$ cat src/io_crossbar_pkg.sv
// Constants for the port crossbar: register address, bit fields,
// crossbar signal order and pin layout.
// Assumes a byte-wide special-register port in the system clock domain.
`default_nettype none
package io_crossbar_pkg;
  // Crossbar enable register
  localparam logic [7:0] ROUTE_EN0_ADDR  = 8'hE1;
  localparam logic [5:0] ROUTE_EN0_RESET = 6'h00;
  localparam int ROUTE_EN0_BITS          = 6;
  localparam int SERIAL_PORT_ROUTE_BIT   = 0;
  localparam int SPI_ROUTE_BIT           = 1;
  localparam int TWOWIRE_ROUTE_BIT       = 2;
  localparam int SYSCLK_OUT_ROUTE_BIT    = 3;
  localparam int COMPARATOR_OUT_BIT      = 4;
  localparam int ASYNC_COMPARATOR_BIT    = 5;

  // Crossbar signals in priority order
  localparam int NUM_SIG          = 14;
  localparam int IDX_SERIAL_TX    = 0;
  localparam int IDX_SERIAL_RX    = 1;
  localparam int IDX_SPI_SCK      = 2;
  localparam int IDX_SPI_MISO     = 3;
  localparam int IDX_SPI_MOSI     = 4;
  localparam int IDX_SPI_SEL      = 5;
  localparam int IDX_TWOWIRE_DATA = 6;
  localparam int IDX_TWOWIRE_CLK  = 7;
  localparam int IDX_COMPARATOR   = 8;
  localparam int IDX_ASYNC_COMP   = 9;
  localparam int IDX_SYSCLK_OUT   = 10;
  localparam int IDX_COMPARE_A    = 11;
  localparam int IDX_COMPARE_B    = 12;
  localparam int IDX_COMPARE_C    = 13;

  // Pins: port 0 pins 0..7, then port 1 pins 0..7
  localparam int NUM_PIN                = 16;
  localparam logic [3:0] SERIAL_TX_PIN  = 4'h4;
  localparam logic [3:0] SERIAL_RX_PIN  = 4'h5;
  localparam logic [15:0] PIN_PRESENT_DEFAULT = 16'h0FFF;
  localparam logic [13:0] SIG_RESET     = 14'h0000;
  localparam logic [15:0] PIN_RESET     = 16'h0000;
  localparam logic [13:0] SIG_IN_RESET  = 14'h3FFF;
endpackage
`default_nettype wire

$ cat src/io_crossbar_routing.sv
// Priority crossbar routing peripheral signals onto port 0 and port 1.
// Assumes peripherals, register port and pins share clk; pins are
// synchronous; skip masks and the second crossbar fields arrive as inputs.
`timescale 1ns/100ps
`default_nettype none
module io_crossbar_routing
#(
  parameter logic [15:0] PIN_PRESENT = io_crossbar_pkg::PIN_PRESENT_DEFAULT
)
(
  input  wire logic        clk,
  input  wire logic        srst,
  input  wire logic [7:0]  sfr_addr,
  input  wire logic        sfr_wr,
  input  wire logic [7:0]  sfr_wdata,
  output logic      [7:0]  sfr_rdata,
  input  wire logic        crossbar_enable,
  input  wire logic        spi_four_wire,
  input  wire logic [1:0]  compare_output_select,
  input  wire logic [7:0]  port0_pin_bypass,
  input  wire logic [7:0]  port1_pin_bypass,
  input  wire logic [13:0] sig_out,
  input  wire logic [13:0] sig_oe,
  output logic      [13:0] sig_in,
  input  wire logic [15:0] gpio_out,
  input  wire logic [15:0] gpio_oe,
  input  wire logic [15:0] pin_in,
  output logic      [15:0] pin_out,
  output logic      [15:0] pin_oe,
  output logic      [15:0] pin_assigned
);
  import io_crossbar_pkg::*;

  logic [5:0]  route_en_reg;
  logic [5:0]  route_en_next;
  logic [7:0]  rdata_reg;
  logic [7:0]  rdata_next;
  logic [13:0] sig_valid_reg;
  logic [13:0] sig_valid_next;
  logic [3:0]  sig_pin_reg [NUM_SIG];
  logic [3:0]  sig_pin_next [NUM_SIG];
  logic [15:0] pin_own_reg;
  logic [15:0] pin_own_next;
  logic [3:0]  pin_owner_reg [NUM_PIN];
  logic [3:0]  pin_owner_next [NUM_PIN];
  logic [15:0] pin_out_reg;
  logic [15:0] pin_out_next;
  logic [15:0] pin_oe_reg;
  logic [15:0] pin_oe_next;
  logic [13:0] sig_in_reg;
  logic [13:0] sig_in_next;

  // Lowest set bit of a free-pin mask, with a found flag on top
  function automatic logic [4:0] first_free(input logic [15:0] avail);
    logic [4:0] r;
    r = 5'h00;
    for (int p = NUM_PIN - 1; p >= 0; p--)
    begin
      if (avail[p])
      begin
        r = {1'b1, 4'(p)};
      end
    end
    return r;
  endfunction

  // Register port
  always_comb
  begin
    route_en_next = route_en_reg;
    if (sfr_wr && sfr_addr == ROUTE_EN0_ADDR)
    begin
      route_en_next = sfr_wdata[ROUTE_EN0_BITS-1:0];
    end
    rdata_next = 8'h00;
    if (sfr_addr == ROUTE_EN0_ADDR)
    begin
      rdata_next = {2'b00, route_en_reg};
    end
  end

  always_ff @(posedge clk)
  begin
    if (srst)
    begin
      route_en_reg <= ROUTE_EN0_RESET;
      rdata_reg    <= 8'h00;
    end
    else
    begin
      route_en_reg <= route_en_next;
      rdata_reg    <= rdata_next;
    end
  end

  assign sfr_rdata = rdata_reg;

  // Priority assignment of signals to pins
  always_comb
  begin
    logic [13:0] want;
    logic [15:0] used;
    logic [15:0] avail;
    logic [4:0]  hit;
    hit = 5'h00;
    want = 14'h0000;
    used = 16'h0000;
    avail = PIN_PRESENT & ~{port1_pin_bypass, port0_pin_bypass};
    sig_valid_next = 14'h0000;
    sig_pin_next = '{default: 4'h0};
    if (crossbar_enable)
    begin
      want[IDX_SERIAL_TX]    = route_en_reg[SERIAL_PORT_ROUTE_BIT];
      want[IDX_SERIAL_RX]    = route_en_reg[SERIAL_PORT_ROUTE_BIT];
      want[IDX_SPI_SCK]      = route_en_reg[SPI_ROUTE_BIT];
      want[IDX_SPI_MISO]     = route_en_reg[SPI_ROUTE_BIT];
      want[IDX_SPI_MOSI]     = route_en_reg[SPI_ROUTE_BIT];
      want[IDX_SPI_SEL]      = route_en_reg[SPI_ROUTE_BIT]
                               && spi_four_wire;
      want[IDX_TWOWIRE_DATA] = route_en_reg[TWOWIRE_ROUTE_BIT];
      want[IDX_TWOWIRE_CLK]  = route_en_reg[TWOWIRE_ROUTE_BIT];
      want[IDX_COMPARATOR]   = route_en_reg[COMPARATOR_OUT_BIT];
      want[IDX_ASYNC_COMP]   = route_en_reg[ASYNC_COMPARATOR_BIT];
      want[IDX_SYSCLK_OUT]   = route_en_reg[SYSCLK_OUT_ROUTE_BIT];
      want[IDX_COMPARE_A]    = compare_output_select != 2'b00;
      want[IDX_COMPARE_B]    = compare_output_select[1];
      want[IDX_COMPARE_C]    = compare_output_select == 2'b11;
    end
    // Serial port owns fixed pins ahead of the priority scan
    if (want[IDX_SERIAL_TX])
    begin
      sig_valid_next[IDX_SERIAL_TX] = PIN_PRESENT[SERIAL_TX_PIN];
      sig_valid_next[IDX_SERIAL_RX] = PIN_PRESENT[SERIAL_RX_PIN];
      sig_pin_next[IDX_SERIAL_TX] = SERIAL_TX_PIN;
      sig_pin_next[IDX_SERIAL_RX] = SERIAL_RX_PIN;
      used[SERIAL_TX_PIN] = 1'b1;
      used[SERIAL_RX_PIN] = 1'b1;
    end
    for (int k = IDX_SPI_SCK; k < NUM_SIG; k++)
    begin
      hit = first_free(avail & ~used);
      if (want[k] && hit[4])
      begin
        sig_valid_next[k] = 1'b1;
        sig_pin_next[k] = hit[3:0];
        used[hit[3:0]] = 1'b1;
      end
    end
    // Reverse map, pin to owning signal
    for (int p = 0; p < NUM_PIN; p++)
    begin
      pin_own_next[p] = 1'b0;
      pin_owner_next[p] = 4'h0;
      for (int k = 0; k < NUM_SIG; k++)
      begin
        if (sig_valid_next[k] && sig_pin_next[k] == 4'(p))
        begin
          pin_own_next[p] = 1'b1;
          pin_owner_next[p] = 4'(k);
        end
      end
    end
  end

  // Pin and signal data paths
  always_comb
  begin
    for (int p = 0; p < NUM_PIN; p++)
    begin
      pin_out_next[p] = gpio_out[p];
      pin_oe_next[p]  = gpio_oe[p];
      if (pin_own_reg[p])
      begin
        pin_out_next[p] = sig_out[pin_owner_reg[p]];
        pin_oe_next[p]  = sig_oe[pin_owner_reg[p]];
      end
    end
    for (int k = 0; k < NUM_SIG; k++)
    begin
      sig_in_next[k] = 1'b1;
      if (sig_valid_reg[k])
      begin
        sig_in_next[k] = pin_in[sig_pin_reg[k]];
      end
    end
  end

  always_ff @(posedge clk)
  begin
    if (srst)
    begin
      sig_valid_reg <= SIG_RESET;
      pin_own_reg   <= PIN_RESET;
      pin_out_reg   <= PIN_RESET;
      pin_oe_reg    <= PIN_RESET;
      sig_in_reg    <= SIG_IN_RESET;
      sig_pin_reg   <= '{default: 4'h0};
      pin_owner_reg <= '{default: 4'h0};
    end
    else
    begin
      sig_valid_reg <= sig_valid_next;
      pin_own_reg   <= pin_own_next;
      pin_out_reg   <= pin_out_next;
      pin_oe_reg    <= pin_oe_next;
      sig_in_reg    <= sig_in_next;
      sig_pin_reg   <= sig_pin_next;
      pin_owner_reg <= pin_owner_next;
    end
  end

  assign pin_out      = pin_out_reg;
  assign pin_oe       = pin_oe_reg;
  assign pin_assigned = pin_own_reg;
  assign sig_in       = sig_in_reg;
endmodule
`default_nettype wire

$ cat config.mk
export PLATFORM = sky130hd
export DESIGN_NAME = io_crossbar_routing
export DESIGN_NICKNAME = d
export VERILOG_FILES = /design/src/io_crossbar_pkg.sv /design/src/io_crossbar_routing.sv
export SDC_FILE = /design/constraint.sdc
export NUM_CORES = 1
export LEC_CHECK = 0
export BUFFER_PORTS_ARGS = -buffer_cell sky130_fd_sc_hd__clkbuf_2
export CORE_MARGIN = 1.5
export CORE_UTILIZATION = 25
export CTS_BUF_LIST = sky130_fd_sc_hd__clkbuf_16
export CTS_CLUSTER_SIZE = 10
export DETAILED_ROUTE_END_ITERATION = 8
export GPL_TIMING_DRIVEN = 0
export SLEW_MARGIN = 20
export SYNTH_ARGS = -nofsm -noshare
export SYNTH_HDL_FRONTEND = slang
export SYNTH_SLANG_ARGS = --single-unit
export TNS_END_PERCENT = 30
$ cat constraint.sdc
create_clock -name clk -period 15.2 [get_ports clk]
set_input_delay 3.04 -clock clk [delete_from_list [all_inputs] [get_ports clk]]
set_output_delay 3.04 -clock clk [all_outputs]
set_load 0.02 [all_outputs]
==> flow_summary.yaml <==
sta:
  setup-tns-final_ns: 0
  setup_viol: 0
  clock.fmax_mhz: 76.6
  worst_pin_slew_ns: 1.13
  timing.slew.headroom_pct: 24.4
  whs_ns: 0.490
  hold_viol_final: 0
  slew_viol_final: 0
  min_period_over_period_pct: 85.8
  skew_ns: 0.0147
  period_minus_slack_ns: 13.05
  rsz0062_at_grt: "no"
cts:
  cts_buffer_depth: 2
  clk_pin_slew_worst_paths_ns: 0.08
  cts_resized: 0
  clock_latency_ns: 0.48
  cts_tree: "yes"
  cts_max_level: 4
  cts_setup_buffers: 0
  root_buffer: "clkbuf_16"
  cts.sinks: 199
  cts_hold_buf: 0
  cts_buffers: 17
placed_design:
  gp_congestion: 1.01
  hpwlAfterDp_microns: 59700
  io_buffers: 171
  dp.cells: 2988
routing:
  drc: 0
  first_pass_iters: 6
  drtAntennaViolNets: 0
  vias: 17464
  routed_wirelength_microns: 73900
  wl_per_cell_microns: 24.4
  dr.first_iter.drc_count: 2052
  via_per_inst: 5.78
cells_and_area:
  areaGrowthSynthToFinish_pct: 15.6
  final_util_pct: 29.4
  largest_reg_flops: 64
  post_route_cells_drive_above_1_share_pct: 22.3
  final_cells: 3022
  nNetsFinal: 2258
pwr:
  vdd_drop_max_mv: 0.0705
  leakage_nw: 6.86
  powerDensity_nw_per_um2: 68.2
  finalPower_mw: 1.33
die:
  fp.coreArea_sq_um: 66200
  start_util_pct: 25.4
  dieArea_sq_um: 68900
  die_h_microns: 263
  io_pins: 185
  die_w_microns: 263
  rows: 94
yosys:
  synth.avg_cell_area_sq_um: 8.72
  syn_inst: 1932
  ys_seq_area_share_pct: 23.7
  synth-seq-cells: 199
  async_flop_share_pct: 0
  synth.distinct_cells: 120
  ys_warn_count: 0
  synth_top_flop_cell: "dfxtp_1"
  syn_area_sq_um: 16800
  synth_edf_count: 0
hold_path:
  min_path_type: "flip-flop to flip-flop"
  min_path_cells: 1
global_routing:
  grt_pass1_wl_microns: 108000
  grt_pass1_vias: 16517
  overflow: 0
  grtUsageTotal_pct: 20.8
  antenna_found_initial: 1
  grt_max_degree: 21
worst_setup_path:
  arrival_ns: 13.39
  worst-path-max-fanout: 10
  crit_slowest_cell: "nor3_1"
  crit_top_cell: "nand2_1"
  cp_slowest_stage_delay_ns: 0.78
  worst_setup_path_start_kind: "primary input"
  cp_data_required_time_ns: 15.55
  endpoint_kind: "flip-flop"
  criticalPathCategory: "primary input to flip-flop"
  reg2regPathDepth: 31
run_status:
  status: "finished, final reports clean"
run:
  cap_viol_max_count: 0
through the flow:
step	cell area (sq um)	setup WS, ns
floorplan	16900	4.96
global placement	18900	2.02
detailed placement	18900	2.12
CTS	19500	2.60
global route	19500	1.65
finish	19500	2.15
placed cells by master (no fill, tap or decap), drive strengths merged, types with 6 or more instances in the layout:
| cell | n |
|---|---|
| clkbuf | 273 |
| nand2 | 221 |
| dfxtp | 199 |
| nor2 | 199 |
| mux4 | 156 |
| o21ai | 124 |
| a21oi | 118 |
| mux2i | 102 |
| inv | 61 |
| nor3 | 60 |
| nand3 | 53 |
| a31oi | 44 |
| and2 | 43 |
| buf | 43 |
| o22ai | 40 |
| nand2b | 36 |
| conb | 22 |
| a211oi | 22 |
| o21a | 21 |
| and3 | 20 |
| a21o | 20 |
| or2 | 18 |
| or3b | 16 |
| a41oi | 16 |
| o211ai | 14 |
| a21boi | 14 |
| nand4 | 13 |
| o31ai | 13 |
| nor2b | 12 |
| nor4 | 11 |
| a22oi | 11 |
| or3 | 10 |
| o211a | 10 |
| a31o | 8 |
| a311oi | 8 |
| nor3b | 7 |
| a211o | 6 |
metal layers:
layer | global-route usage, % | share of wire [%]
met5 | 0 | 0.016
met4 | 11.4 | 5.9
met3 | 3.52 | 7.5
met2 | 33.3 | 46
met1 | 26.7 | 40
critical path, delay by kind of cell:
kind            cells  cell delay [ns]
buf+inv             2             0.34
simple gates        8             3.02
mux                 1             0.38
compound gates     19             6.59
cells by family (layout without fill, tap and decap cells):
logic type               after synthesis  count (layout)  synth area share [%]
AO/OA/AOI/OAI                        545             545                  22.9
flip-flops                           199             199                  23.7
other                                  1              25                0.0223
XOR/XNOR                               2               2                 0.104
AND/OR/NAND/NOR                      738             738                  21.6
buffers and inverters                182             384                  4.38
adder cells (fa/ha/maj)                5               5                 0.312
multiplexers                         260             260                  27.1
cell type report:
| type | instances | area (sq um) |
|---|---|---|
| inverters | 54 | 203 |
| diodes | 3 | 7.51 |
| plain buffers | 128 | 534 |
| fillers | 7128 | 46700 |
| multi-input cells | 1572 | 12200 |
| repair buffers | 171 | 856 |
| flip-flops and latches | 199 | 3980 |
| clock buffers | 17 | 425 |
| well taps | 864 | 1080 |
| clock inverters | 14 | 179 |
cells in the mapped netlist (all sizes together) (8+ instances only):
cell type | instances | area [sq um]
a31oi | 44 | 297
nand4 | 13 | 81.3
o211a | 10 | 100
a41oi | 16 | 159
nand3 | 53 | 280
nand2 | 221 | 837
nor2b | 12 | 75.1
inv | 54 | 203
nand2b | 36 | 233
a21oi | 118 | 617
a21o | 20 | 151
o31ai | 13 | 103
clkbuf | 85 | 319
mux4 | 156 | 3510
o211ai | 14 | 120
o22ai | 40 | 250
and2 | 43 | 272
o21a | 21 | 158
buf | 43 | 215
a311oi | 8 | 100
or3b | 16 | 140
o21ai | 124 | 651
nor2 | 199 | 757
a211oi | 22 | 195
a31o | 8 | 70.1
or2 | 18 | 113
nor3 | 60 | 343
dfxtp | 199 | 3980
mux2i | 102 | 1020
nor4 | 11 | 90.1
or3 | 10 | 62.6
a21boi | 14 | 109
and3 | 20 | 130
a22oi | 11 | 101
power breakdown:
group | internal (mW) | switching, mW
Combinational | 0.113 | 0.202
Clock | 0.236 | 0.236
Sequential | 0.533 | 0.00790
Total | 0.881 | 0.446
final timing paths:
check | startpoint | endpoint | slack [ns]
worst max register to register | route_en_reg[1] | pin_owner_reg[54] | 4.32
worst min-delay path | sig_valid_reg[4] | sig_in[4] | 0.49
worst max-delay path | port0_pin_bypass[0] | pin_owner_reg[54] | 2.15
worst min register to register | sig_valid_reg[4] | sig_in[4] | 0.49
Note: power is estimated with default switching activity, not from simulation.
